==> config.mk <==
export PLATFORM = sky130hd
export DESIGN_NAME = edge_position_capture_inputs
export DESIGN_NICKNAME = d
export VERILOG_FILES = /design/src/hdl/capture_pkg.sv /design/src/hdl/edge_position_capture_inputs.sv
export SDC_FILE = /design/constraint.sdc
export NUM_CORES = 2
export LEC_CHECK = 0
export BUFFER_PORTS_ARGS = -buffer_cell sky130_fd_sc_hd__buf_2
export CORE_ASPECT_RATIO = 1.2
export CORE_MARGIN = 5
export CORE_UTILIZATION = 55
export DETAILED_ROUTE_END_ITERATION = 10
export PLACE_DENSITY = 0.73
export SLEW_MARGIN = 20
export SYNTH_ARGS = -nofsm -noshare
export SYNTH_HDL_FRONTEND = slang
export SYNTH_SLANG_ARGS = --single-unit
==> constraint.sdc <==
create_clock -name clock -period 17.1 [get_ports clock]
set_clock_uncertainty 0.1 [all_clocks]
set_input_delay 3.42 -clock clock [delete_from_list [all_inputs] [get_ports clock]]
set_output_delay 3.42 -clock clock [all_outputs]
set_load 0.01 [all_outputs]
==> src/hdl/capture_pkg.sv <==
// Package: constants, register map and carrier types for the edge capture block
package capture_pkg;
  localparam int unsigned CLK_MHZ = 250;
  localparam int unsigned PROC_SAMPLE_US = 125;
  localparam int unsigned PROC_SAMPLE_CYC = PROC_SAMPLE_US * CLK_MHZ;
  localparam int unsigned SERVO_CYC_DEF = 250000;
  localparam int unsigned ARM_LEAD_SERVO = 2;
  localparam int unsigned N_PROC = 12;
  localparam int unsigned N_ZERO = 4;
  localparam int unsigned N_LOCAL = 2;
  localparam int unsigned N_IN = N_ZERO + N_LOCAL;
  localparam int unsigned N_DOUT = 8;
  localparam int unsigned N_ENC = 4;
  localparam int unsigned N_OBJ = 4;
  localparam int unsigned POS_W = 32;
  localparam int unsigned CNT_W = 16;
  localparam int unsigned ADDR_W = 12;
  // Register byte addresses
  localparam logic [11:0] A_PROC = 12'h000;
  localparam logic [11:0] A_DOUT = 12'h004;
  localparam logic [11:0] A_ZMODE = 12'h008;
  localparam logic [11:0] A_REFSTAT = 12'h00C;
  localparam logic [11:0] A_REF0 = 12'h010;
  localparam logic [11:0] A_OBJ0 = 12'h100;
  localparam logic [11:0] OBJ_STRIDE = 12'h020;
  localparam logic [4:0] O_CFG = 5'h00;
  localparam logic [4:0] O_CMD = 5'h04;
  localparam logic [4:0] O_STAT = 5'h08;
  localparam logic [4:0] O_RES1 = 5'h0C;
  localparam logic [4:0] O_RES2 = 5'h10;
  localparam logic [4:0] O_CNT = 5'h14;
  localparam logic [4:0] O_TIME = 5'h18;
  // Object config fields
  localparam int unsigned F_SEL = 0;
  localparam int unsigned F_ENC = 4;
  localparam int unsigned F_CYC = 8;
  localparam int unsigned F_RISE = 9;
  localparam int unsigned F_FALL = 10;
  // Command bits
  localparam int unsigned C_ARM = 0;
  localparam int unsigned C_DISARM = 1;
  localparam logic [1:0] RESP_OK = 2'h0;
  localparam logic [1:0] RESP_SLVERR = 2'h2;
  localparam logic [31:0] CFG_RST = 32'h0000_0600;

  typedef enum logic [2:0] {
    OBJ_IDLE = 3'b001,
    OBJ_ARMED = 3'b010,
    OBJ_TRIG = 3'b100
  } obj_state_t;

  typedef struct packed {
    logic [ADDR_W-1:0] awaddr;
    logic awvalid;
    logic [31:0] wdata;
    logic [3:0] wstrb;
    logic wvalid;
    logic bready;
    logic [ADDR_W-1:0] araddr;
    logic arvalid;
    logic rready;
  } axi_req_t;

  typedef struct packed {
    logic awready;
    logic wready;
    logic [1:0] bresp;
    logic bvalid;
    logic arready;
    logic [31:0] rdata;
    logic [1:0] rresp;
    logic rvalid;
  } axi_rsp_t;
endpackage : capture_pkg

==> src/hdl/edge_position_capture_inputs.sv <==
// Front connector inputs, outputs and encoder position capture with AXI4-Lite registers
// Operation
// - Eighteen inputs: twelve process, four zero, two local
// - Process inputs sampled every 125 us
// - Eight digital outputs numbered zero to seven
// - Local input edge latches encoder positions
// - Object input chosen by measuring input number
// - Enabled zero mark rising edge latches axis reference unless in global mode
// - Zero mark input n feeds axis n
// - Each zero input may act as global input
// - Global and local inputs work together
// - Global edge may latch any configured encoder
// - At most two edges per object per cycle
// - Several objects may share one encoder
// - One input may feed several objects
// - Single shot and cyclic rearming modes
// - Result and counter updated within two cycles
// - Store position, two slots; single shot sets triggered on second edge or edge at cycle end
// - Each slot counter increments per new value
module edge_position_capture_inputs
  import capture_pkg::*;
#(
  parameter int unsigned SERVO_CYC = SERVO_CYC_DEF
) (
  input wire logic clock,
  input wire logic srst,
  input wire logic [capture_pkg::N_PROC-1:0] process_inputs,
  input wire logic [capture_pkg::N_ZERO-1:0] zero_mark_global_inputs,
  input wire logic [capture_pkg::N_LOCAL-1:0] local_measure_inputs,
  input wire logic [capture_pkg::N_ENC*capture_pkg::POS_W-1:0] encoder_positions,
  output logic [capture_pkg::N_DOUT-1:0] digital_outputs,
  output logic servo_tick,
  input wire capture_pkg::axi_req_t axi_req,
  output capture_pkg::axi_rsp_t axi_rsp
);
  import capture_pkg::*;

  // ----------------------------------------
  // Input synchronisers
  // ----------------------------------------
  logic [N_PROC+N_IN-1:0] meta_q, sync_q, prev_q;
  logic [N_IN-1:0] meas_lvl, rise, fall;
  always_ff @(posedge clock) begin
    meta_q <= {local_measure_inputs, zero_mark_global_inputs, process_inputs};
    sync_q <= meta_q;
    prev_q <= sync_q;
  end
  assign meas_lvl = sync_q[N_PROC+N_IN-1:N_PROC];
  assign rise = meas_lvl & ~prev_q[N_PROC+N_IN-1:N_PROC];
  assign fall = ~meas_lvl & prev_q[N_PROC+N_IN-1:N_PROC];

  // ----------------------------------------
  // Cycle timers
  // ----------------------------------------
  logic [$clog2(PROC_SAMPLE_CYC)-1:0] samp_cnt_q;
  logic [31:0] servo_cnt_q;
  logic [N_PROC-1:0] proc_q;
  logic servo_end;
  assign servo_end = servo_cnt_q == 32'(SERVO_CYC - 1);
  logic samp_end;
  assign samp_end = samp_cnt_q == $bits(samp_cnt_q)'(PROC_SAMPLE_CYC - 1);
  always_ff @(posedge clock) begin
    if (srst || samp_end) begin
      samp_cnt_q <= '0;
    end else begin
      samp_cnt_q <= samp_cnt_q + 1'b1;
    end
  end
  // Snapshot keeps the process word coherent between samples
  always_ff @(posedge clock) begin
    if (srst) begin
      proc_q <= '0;
    end else if (samp_end) begin
      proc_q <= sync_q[N_PROC-1:0];
    end
  end
  always_ff @(posedge clock) begin
    if (srst || servo_end) begin
      servo_cnt_q <= '0;
    end else begin
      servo_cnt_q <= servo_cnt_q + 32'h0000_0001;
    end
  end
  // Registered so the tick pin comes straight from a flop
  always_ff @(posedge clock) begin
    servo_tick <= !srst && servo_end;
  end

  // ----------------------------------------
  // AXI4-Lite handshake
  // ----------------------------------------
  logic aw_q, w_q, bv_q, rv_q;
  logic [ADDR_W-1:0] awa_q, ara_q;
  logic [31:0] wd_q, rd_q;
  logic [1:0] bresp_q, rresp_q;
  logic wr_go, rd_go, wr_hit, rd_hit;
  logic [31:0] rd_val;
  assign wr_go = aw_q && w_q && !bv_q;
  assign rd_go = axi_req.arvalid && !rv_q;
  // Address and data latch independently, so either may come first
  always_ff @(posedge clock) begin
    if (srst) begin
      aw_q <= 1'b0;
      awa_q <= '0;
    end else if (wr_go) begin
      aw_q <= 1'b0;
    end else if (axi_req.awvalid && !aw_q) begin
      aw_q <= 1'b1;
      awa_q <= axi_req.awaddr;
    end
  end
  always_ff @(posedge clock) begin
    if (srst) begin
      w_q <= 1'b0;
      wd_q <= '0;
    end else if (wr_go) begin
      w_q <= 1'b0;
    end else if (axi_req.wvalid && !w_q) begin
      w_q <= 1'b1;
      wd_q <= axi_req.wdata;
    end
  end
  always_ff @(posedge clock) begin
    if (srst) begin
      bv_q <= 1'b0;
      bresp_q <= RESP_OK;
    end else if (wr_go) begin
      bv_q <= 1'b1;
      bresp_q <= wr_hit ? RESP_OK : RESP_SLVERR;
    end else if (bv_q && axi_req.bready) begin
      bv_q <= 1'b0;
    end
  end
  always_ff @(posedge clock) begin
    if (srst) begin
      rv_q <= 1'b0;
      rd_q <= '0;
      rresp_q <= RESP_OK;
    end else if (rd_go) begin
      rv_q <= 1'b1;
      rd_q <= rd_val;
      rresp_q <= rd_hit ? RESP_OK : RESP_SLVERR;
    end else if (rv_q && axi_req.rready) begin
      rv_q <= 1'b0;
    end
  end
  always_comb begin
    axi_rsp.awready = !aw_q;
    axi_rsp.wready = !w_q;
    axi_rsp.bvalid = bv_q;
    axi_rsp.bresp = bresp_q;
    axi_rsp.arready = !rv_q;
    axi_rsp.rvalid = rv_q;
    axi_rsp.rdata = rd_q;
    axi_rsp.rresp = rresp_q;
  end

  // ----------------------------------------
  // Global registers and zero marks
  // ----------------------------------------
  logic [N_DOUT-1:0] dout_q;
  logic [N_ZERO-1:0] zglob_q, zen_q, zhit_q;
  logic [POS_W-1:0] ref_q [N_ZERO];
  logic wr_glob, wr_dout, wr_zmode, wr_refstat;
  assign wr_glob = wr_go && awa_q < A_OBJ0;
  assign wr_dout = wr_glob && awa_q == A_DOUT;
  assign wr_zmode = wr_glob && awa_q == A_ZMODE;
  assign wr_refstat = wr_glob && awa_q == A_REFSTAT;
  always_ff @(posedge clock) begin
    if (srst) begin
      dout_q <= '0;
    end else if (wr_dout) begin
      dout_q <= wd_q[N_DOUT-1:0];
    end
  end
  // Mode change acts on the next edge; an edge in flight may be lost
  always_ff @(posedge clock) begin
    if (srst) begin
      zen_q <= '0;
      zglob_q <= '0;
    end else if (wr_zmode) begin
      zen_q <= wd_q[N_ZERO-1:0];
      zglob_q <= wd_q[2*N_ZERO-1:N_ZERO];
    end
  end
  assign digital_outputs = dout_q;
  // Zero inputs in global mode never touch the reference latch
  always_ff @(posedge clock) begin
    for (int z = 0; z < N_ZERO; z++) begin
      if (srst) begin
        ref_q[z] <= '0;
        zhit_q[z] <= 1'b0;
      end else if (zen_q[z] && !zglob_q[z] && rise[z]) begin
        ref_q[z] <= encoder_positions[z*POS_W +: POS_W];
        zhit_q[z] <= 1'b1;
      end else if (wr_refstat && wd_q[z]) begin
        zhit_q[z] <= 1'b0;
      end
    end
  end

  // ----------------------------------------
  // Measuring objects
  // ----------------------------------------
  logic [31:0] cfg_q [N_OBJ];
  obj_state_t st_q [N_OBJ];
  logic [POS_W-1:0] res1_q [N_OBJ], res2_q [N_OBJ];
  logic [CNT_W-1:0] cnt1_q [N_OBJ], cnt2_q [N_OBJ];
  logic [31:0] tim_q [N_OBJ];
  logic [1:0] edges_q [N_OBJ];
  logic [2:0] sel [N_OBJ];
  logic hit [N_OBJ];
  logic wr_obj [N_OBJ];
  logic cfg_wr [N_OBJ], arm_cmd [N_OBJ], disarm_cmd [N_OBJ];
  always_comb begin
    for (int o = 0; o < N_OBJ; o++) begin
      // Any object may point at any input: listeners share a source
      sel[o] = cfg_q[o][F_SEL +: 3];
      hit[o] = sel[o] < 3'(N_IN)
        && (sel[o] >= 3'(N_ZERO) || zglob_q[sel[o][1:0]])
        && ((cfg_q[o][F_RISE] && rise[sel[o]]) || (cfg_q[o][F_FALL] && fall[sel[o]]));
      wr_obj[o] = wr_go && awa_q[11:5] == 7'(8 + o);
      cfg_wr[o] = wr_obj[o] && awa_q[4:0] == O_CFG;
      arm_cmd[o] = wr_obj[o] && awa_q[4:0] == O_CMD && wd_q[C_ARM];
      disarm_cmd[o] = wr_obj[o] && awa_q[4:0] == O_CMD && wd_q[C_DISARM];
    end
  end
  always_ff @(posedge clock) begin
    for (int o = 0; o < N_OBJ; o++) begin
      if (srst) begin
        cfg_q[o] <= CFG_RST;
        st_q[o] <= OBJ_IDLE;
        res1_q[o] <= '0;
        res2_q[o] <= '0;
        cnt1_q[o] <= '0;
        cnt2_q[o] <= '0;
        tim_q[o] <= '0;
        edges_q[o] <= '0;
      end else begin
        if (cfg_wr[o]) begin
          cfg_q[o] <= wd_q;
        end
        if (servo_end) begin
          edges_q[o] <= '0;
        end
        unique case (st_q[o])
          OBJ_IDLE: begin
            if (arm_cmd[o]) begin
              st_q[o] <= OBJ_ARMED;
            end
          end
          OBJ_ARMED: begin
            if (disarm_cmd[o]) begin
              st_q[o] <= OBJ_IDLE;
            end else if (hit[o] && edges_q[o] != 2'd2) begin
              // Encoder chosen freely; several objects may share it
              if (edges_q[o] == 2'd0) begin
                res1_q[o] <= encoder_positions[cfg_q[o][F_ENC +: 2]*POS_W +: POS_W];
                cnt1_q[o] <= cnt1_q[o] + 1'b1;
              end else begin
                res2_q[o] <= encoder_positions[cfg_q[o][F_ENC +: 2]*POS_W +: POS_W];
                cnt2_q[o] <= cnt2_q[o] + 1'b1;
              end
              // Unread results are overwritten by design
              tim_q[o] <= servo_cnt_q;
              edges_q[o] <= servo_end ? 2'd0 : edges_q[o] + 2'd1;
              if (!cfg_q[o][F_CYC] && (edges_q[o] == 2'd1 || servo_end)) begin
                st_q[o] <= OBJ_TRIG;
              end
            end
          end
          OBJ_TRIG: begin
            if (arm_cmd[o]) begin
              st_q[o] <= OBJ_ARMED;
            end else if (disarm_cmd[o]) begin
              st_q[o] <= OBJ_IDLE;
            end
          end
        endcase
      end
    end
  end

  // ----------------------------------------
  // Read mux
  // ----------------------------------------
  logic [ADDR_W-1:0] ra;
  logic [1:0] ro;
  assign ra = axi_req.araddr;
  assign ro = ra[6:5];
  // Only writable words answer OK; status and results are read-only
  always_comb begin
    wr_hit = awa_q == A_DOUT || awa_q == A_ZMODE || awa_q == A_REFSTAT
      || (awa_q[11:7] == A_OBJ0[11:7] && (awa_q[4:0] == O_CFG || awa_q[4:0] == O_CMD));
  end
  always_comb begin
    rd_val = '0;
    rd_hit = 1'b1;
    if (ra == A_PROC) begin
      rd_val[N_PROC-1:0] = proc_q;
    end else if (ra == A_DOUT) begin
      rd_val[N_DOUT-1:0] = dout_q;
    end else if (ra == A_ZMODE) begin
      rd_val[N_ZERO+3:0] = {zglob_q, zen_q};
    end else if (ra == A_REFSTAT) begin
      rd_val[N_ZERO+7:0] = {meas_lvl[N_ZERO-1:0], zhit_q};
    end else if (ra >= A_REF0 && ra < A_REF0 + 12'h010 && ra[1:0] == 2'b00) begin
      rd_val = ref_q[ra[3:2]];
    end else if (ra[11:7] == A_OBJ0[11:7]) begin
      unique case (ra[4:0])
        O_CFG: begin
          rd_val = cfg_q[ro];
        end
        O_STAT: begin
          // Level shows input 0 when the selection is out of range
          rd_val = {24'h000000, 2'b00, meas_lvl[sel[ro] < 3'(N_IN) ? sel[ro] : 3'd0],
            edges_q[ro], st_q[ro]};
        end
        O_RES1: begin
          rd_val = res1_q[ro];
        end
        O_RES2: begin
          rd_val = res2_q[ro];
        end
        O_CNT: begin
          rd_val = {cnt2_q[ro], cnt1_q[ro]};
        end
        O_TIME: begin
          rd_val = tim_q[ro];
        end
        O_CMD: begin
          rd_val = '0;
        end
        default: begin
          rd_hit = 1'b0;
        end
      endcase
    end else begin
      rd_hit = 1'b0;
    end
  end
endmodule : edge_position_capture_inputs

Word-level counts from Yosys, hierarchy flattened. Memories as Yosys holds them, arrays and structs flattened. Cells that the tools add are included.

Register bits: 218. Memory bits (writable): 788. Input port bits: 213. Logic and storage cells: 598. Memories: 9.

$add $sub $neg: 14. $lt $le $gt $ge: 22. Equal/unequal tests: 41. Shift operators: 4. Muxes and demuxes: 303. Bitwise logic cells: 62. Reductions and logical operators: 120.

Memory list: cfg_q (depth 4, width 32, read ports 5, clocked after memory_dff 0, write ports 4, RTL line edge_position_capture_inputs.sv:205) `logic [31:0] cfg_q [N_OBJ];`; ref_q (depth 4, width 32, read ports 1, clocked after memory_dff 0, write ports 4, RTL line edge_position_capture_inputs.sv:163) `logic [POS_W-1:0] ref_q [N_ZERO];`; res1_q (depth 4, width 32, read ports 1, clocked after memory_dff 0, write ports 4, RTL line edge_position_capture_inputs.sv:207) `logic [POS_W-1:0] res1_q [N_OBJ], res2_q [N_OBJ];`; res2_q (depth 4, width 32, read ports 1, clocked after memory_dff 0, write ports 4, RTL line edge_position_capture_inputs.sv:207); tim_q (depth 4, width 32, read ports 1, clocked after memory_dff 0, write ports 4, RTL line edge_position_capture_inputs.sv:209) `logic [31:0] tim_q [N_OBJ];`; cnt1_q (depth 4, width 16, read ports 5, clocked after memory_dff 0, write ports 4, RTL line edge_position_capture_inputs.sv:208) `logic [CNT_W-1:0] cnt1_q [N_OBJ], cnt2_q [N_OBJ];`; +3 memories.

Operator list (count): $mux W32 (22); $shiftx A128 B8 Y32 (4); $mux W1 (213); $pmux W32 S6 (1); $add A16 B1 Y16 const B (8); $mux W16 (8); $logic_and A1 B1 Y1 (71); $mux W3 (23); $or A1 B1 Y1 (56); $eq A12 B4 Y1 const B (4); $mux W24 (2); $mux W20 (2); $add A32 B1 Y32 const B (1); $eq A32 B18 Y1 const B (1); $eq A7 B4 Y1 const B (4); $mux W2 (14); $bmux W1 S3 (9); $eq A12 B3 Y1 const B (2); $mux W12 (2); $lt A3 B4 Y1 const B (5); $logic_or A1 B1 Y1 (18); $mux W8 (2); $add A15 B1 Y15 const B (1); $eq A15 B15 Y1 const B (1); other kinds (30) (92).

Longest topological paths before layout.
Depth after elaboration: 16. Depth in mapped cells: 10. Gate-level depth less buffers: 8.

Least setup slack after synthesis. OpenSTA, ideal clock, no wires.

Path type: input port to flip-flop. From: in srst. To: mem cnt2_q[1][0] (enable). Setup time: 0.851 ns. Arrival time: 5.668 ns. Required time: 16.149 ns. Slack: 10.481 ns. Stages: 5. Buffers on the path: 3. Cells stage by stage: clkbuf_1 -> clkinv_1 -> clkbuf_1 -> clkbuf_1 -> o21ai_0.

RTL lines: start: declaration (RTL line edge_position_capture_inputs.sv:26) `input wire logic srst,`; end: declaration (RTL line edge_position_capture_inputs.sv:208).

Final worst setup path.
From: in axi_req[7] (netlist name). To: reg rd_q[12].

Cells in the longest elaborated chain, start to end: 8. Elaborated cells between the ends (all ways): 20. Classes of those cells: order compare (2); eq/ne (3); mux (7); reduce/logical (3); memory (5).

RTL lines: start: declaration (RTL line edge_position_capture_inputs.sv:33) `input wire capture_pkg::axi_req_t axi_req,`; $ge A12 B5 Y1, or another cell as far along (RTL line edge_position_capture_inputs.sv:307) `end else if (ra >= A_REF0 && ra < A_REF0 + 12'h010 && ra[1:0] == 2'b00) begin`; $logic_and A1 B1 Y1 or $pmux W32 S6 (tied branches) (RTL line edge_position_capture_inputs.sv:307, edge_position_capture_inputs.sv:310); $logic_and A1 B1 Y1 or $mux W32 (tied branches) (RTL line edge_position_capture_inputs.sv:307, edge_position_capture_inputs.sv:309); $mux W32 (RTL line edge_position_capture_inputs.sv:307); $mux W20 (RTL line edge_position_capture_inputs.sv:305) `end else if (ra == A_REFSTAT) begin`; $mux W24 (RTL line edge_position_capture_inputs.sv:303) `end else if (ra == A_ZMODE) begin`; $mux W24 (RTL line edge_position_capture_inputs.sv:301) `end else if (ra == A_DOUT) begin`; $mux W20 (*) (RTL line edge_position_capture_inputs.sv:299) `if (ra == A_PROC) begin`; end signal: assignment (RTL line edge_position_capture_inputs.sv:141) `rd_q <= rd_val;`; end: declaration (RTL line edge_position_capture_inputs.sv:94) `logic [31:0] wd_q, rd_q;`.

Every way passes the cells marked *; elsewhere a longest branch is shown, timed or not. A chain may end at the register's enable or synchronous reset.

==> metrics.txt <==
number of synthesized flops with an enable pin between 700 and 800; Reg2Reg Setup Slack between 10 and 15 ns; gr usage total 0.316; Reg area 0.0277 sq mm; Leakage Power 20.5 nW; cell count after synthesis 3701; ANT nets after route 0; YS warnings 0; Clock Latency Late Sink ~0.70 ns; CTS Sinks around 990; flip-flop and latch count after synthesis approximately 1000; Seq/Total Area, Yosys 0.567; area of the multi-input gates 0.0201 sq mm; ys flop type edfxtp_1; post-synthesis xor/xnor area fraction 0.0277; count of cell types in the netlist 75; maxcap violations 0; Max stage delay on crit path between 0.6 and 0.7 ns; status completed; Die Wd 282 um; cell area after layout about 0.055 sq mm; worst r2r src sync_q[15]$_DFF_P_; wire length per cell between 20 and 30 um; # hold bufs at CTS 0; Ports around 260; reg-to-reg critical path endpoint cnt2_q[2][4]$_SDFFCE_PN0P_; R2R cell count 7; drt first pass iters 7; die height 337 um; total power draw 5.39 mW; worst path bufs/invs 2; largest family of logic cells by synthesized area simple AND/OR/NAND/NOR gates; PortBufs between 200 and 300; die area between 0.09 and 0.1 sq mm; average vias per placed instance between 6 and 7; Final period util 0.361; worst path required time roughly 18 ns; mux share of post-synthesis cell area 0.158; cts repair resizes 0; ys async rst share 0; # rows about 120; CP max FO about 100; pre-CTS setup slack 10.31 ns; Non-Filler Instances ~5100; total wire length around 150 mm; HP Start meta_q[10]$_DFF_P_; most frequent cells in the layout edfxtp_1, and3_1, and2_1; core area roughly 0.088 sq mm; TNS Setup 0 ns; share of the synthesized area in the top cell type 0.484; Period minus WS final slightly above 6 ns; Critical Path Slowest Stage Cell buf_12; worst setup path end rd_q[12]$_SDFFE_PP0P_; Post-DP HPWL between 90 and 100 mm; routed via count about 34000; area leader, netlist edfxtp_1; final hold viol count 0; initial antenna violation count 33; HP Class register to register; Post-CTS Setup Bufs 0; total grt overflow 0; Setup Viol. Count Final 0; Iter 0 DRT Violations around 4700; synthesized area 0.0489 sq mm; GP Congestion between 0.9 and 1; Max VDD drop 0.0797 mV; CTS clock-pin slew for the worst setup and hold paths about 0.060 ns; Data arrival, critical path between 6 and 7 ns; critical path depth 7; Synth-to-Final Area Change 11.9%; Slew headroom 0.208; Synth Area in Simple Gates 0.170; Initial Util 0.556; H-tree depth 3; compound-gate portion of the synthesized area 0.0450; Fmax approximately 160 MHz; Longest Clk Path Bufs 3; crit path kind input port to register; commonest non-fill, non-tap cell in the layout edfxtp_1; DP Area about 0.051 sq mm; crit start category input port; dpl cells around 5000; RSZ-0062 raised after global routing no; fin util 0.622; top cells by area, synth edfxtp_1, mux4_2, dfxtp_1; Root Driver clkbuf_16; detailed-route DRC error count 0; Filler cells around 6600; Hold Slack about 0.23 ns; CTS Buf Count 97; Final #Nets between 4000 and 5000; first-pass GRT wire length 221 mm; pin count of the biggest net entering global routing 102; ratio of cells with drive above 1 in the final layout 0.224; Avg Synthesized Cell Area roughly 13 sq um; worst path cell trace buf_8 -> buf_12 -> mux4_2 -> a22oi_1 -> a31oi_1 -> o21ai_0 -> a21oi_1; CTS tree done; crit path launch axi_req[7]; Worst Setup End Kind register; Slew @ Worst Pin between 1 and 1.5 ns; worst setup margin approximately 11 ns; Pwr per Cell Area ~98 mW/mm^2; Slew Viols, Final 0; Adder-Cell Fraction of Synth Area 0.00588; vias in the first global route roughly 34000; delay-heaviest family, CP compound AO/OA/AOI/OAI gates
cells by family after synthesis:
group           Yosys count
simple gates           1503
flops                   992
mux                     366
compound gates          349
buf+inv                 312
xor+xnor                155
fa+ha+maj                23
other cells               1
sequential cells by signal (all words and copies together), names as in the netlist, 15 cells and up:
signal / count
cnt1_q: 64
cnt2_q: 64
res2_q: 128
ref_q: 128
wd_q: 32
rd_q: 32
res1_q: 128
cfg_q: 128
meta_q: 18
samp_cnt_q: 15
tim_q: 128
sync_q: 18
servo_cnt_q: 32
per-layer routing:
layer  vias to the layer above  routed length [um]  track usage
met2                      2346               72600        0.507
met5                         -                  35            0
met4                         6                8690        0.160
li1                      14300                   -            -
met3                       432               18200       0.0753
met1                     17000               52400        0.409
cell type report:
type                            count  area share
Multi-Input combinational cell   2398       0.368
Timing Repair Buffer              331      0.0345
Clock buffer                      130      0.0512
Inverter                           31     0.00217
Clock inverter                     53      0.0105
Tap cell                         1149      0.0263
Sequential cell                   992       0.507
Antenna cell                       19    0.000869
report_power, final:
part	leakage [nW]	internal [mW]	total [mW]	switching, mW
clock network	1.67	1.29	2.26	0.972
logic	9.06	0.160	0.405	0.244
registers	9.76	2.67	2.73	0.0524
cells in the mapped netlist, drive strengths merged, types with 17 or more instances:
cell	count
clkbuf	204
nand2	231
and3b	22
nor4	26
o21ai	71
a31oi	27
a21oi	111
xor2	70
dfxtp	204
and3	373
mux2i	40
mux4	325
nor3	55
and2	338
a22oi	74
inv	30
buf	77
ha	23
nor2	239
nor2b	46
nand3	71
xnor2	85
edfxtp	788
nor3b	19
or3	17
worst min path at each step:
stage	to	slack, ns	cells past startpoint
final	sync_q[10]$_DFF_P_	0.23	0
after detailed placement	sync_q[10]$_DFF_P_	0.21	0
after global routing	sync_q[13]$_DFF_P_	0.23	0
after CTS	sync_q[10]$_DFF_P_	0.23	0
after global placement	sync_q[2]$_DFF_P_	0.21	0
after floorplan	sync_q[0]$_DFF_P_	0.21	0
worst reg2reg max path: stages (launching register included):
cell	delay, ns
dfxtp_1	0.65
nor2b_1	0.39
a22oi_1	0.12
o221a_2	0.30
o21ba_2	0.29
nor3_1	0.80
a21o_2	0.26
buf_4	0.71
(Power assumes the default switching activity.)
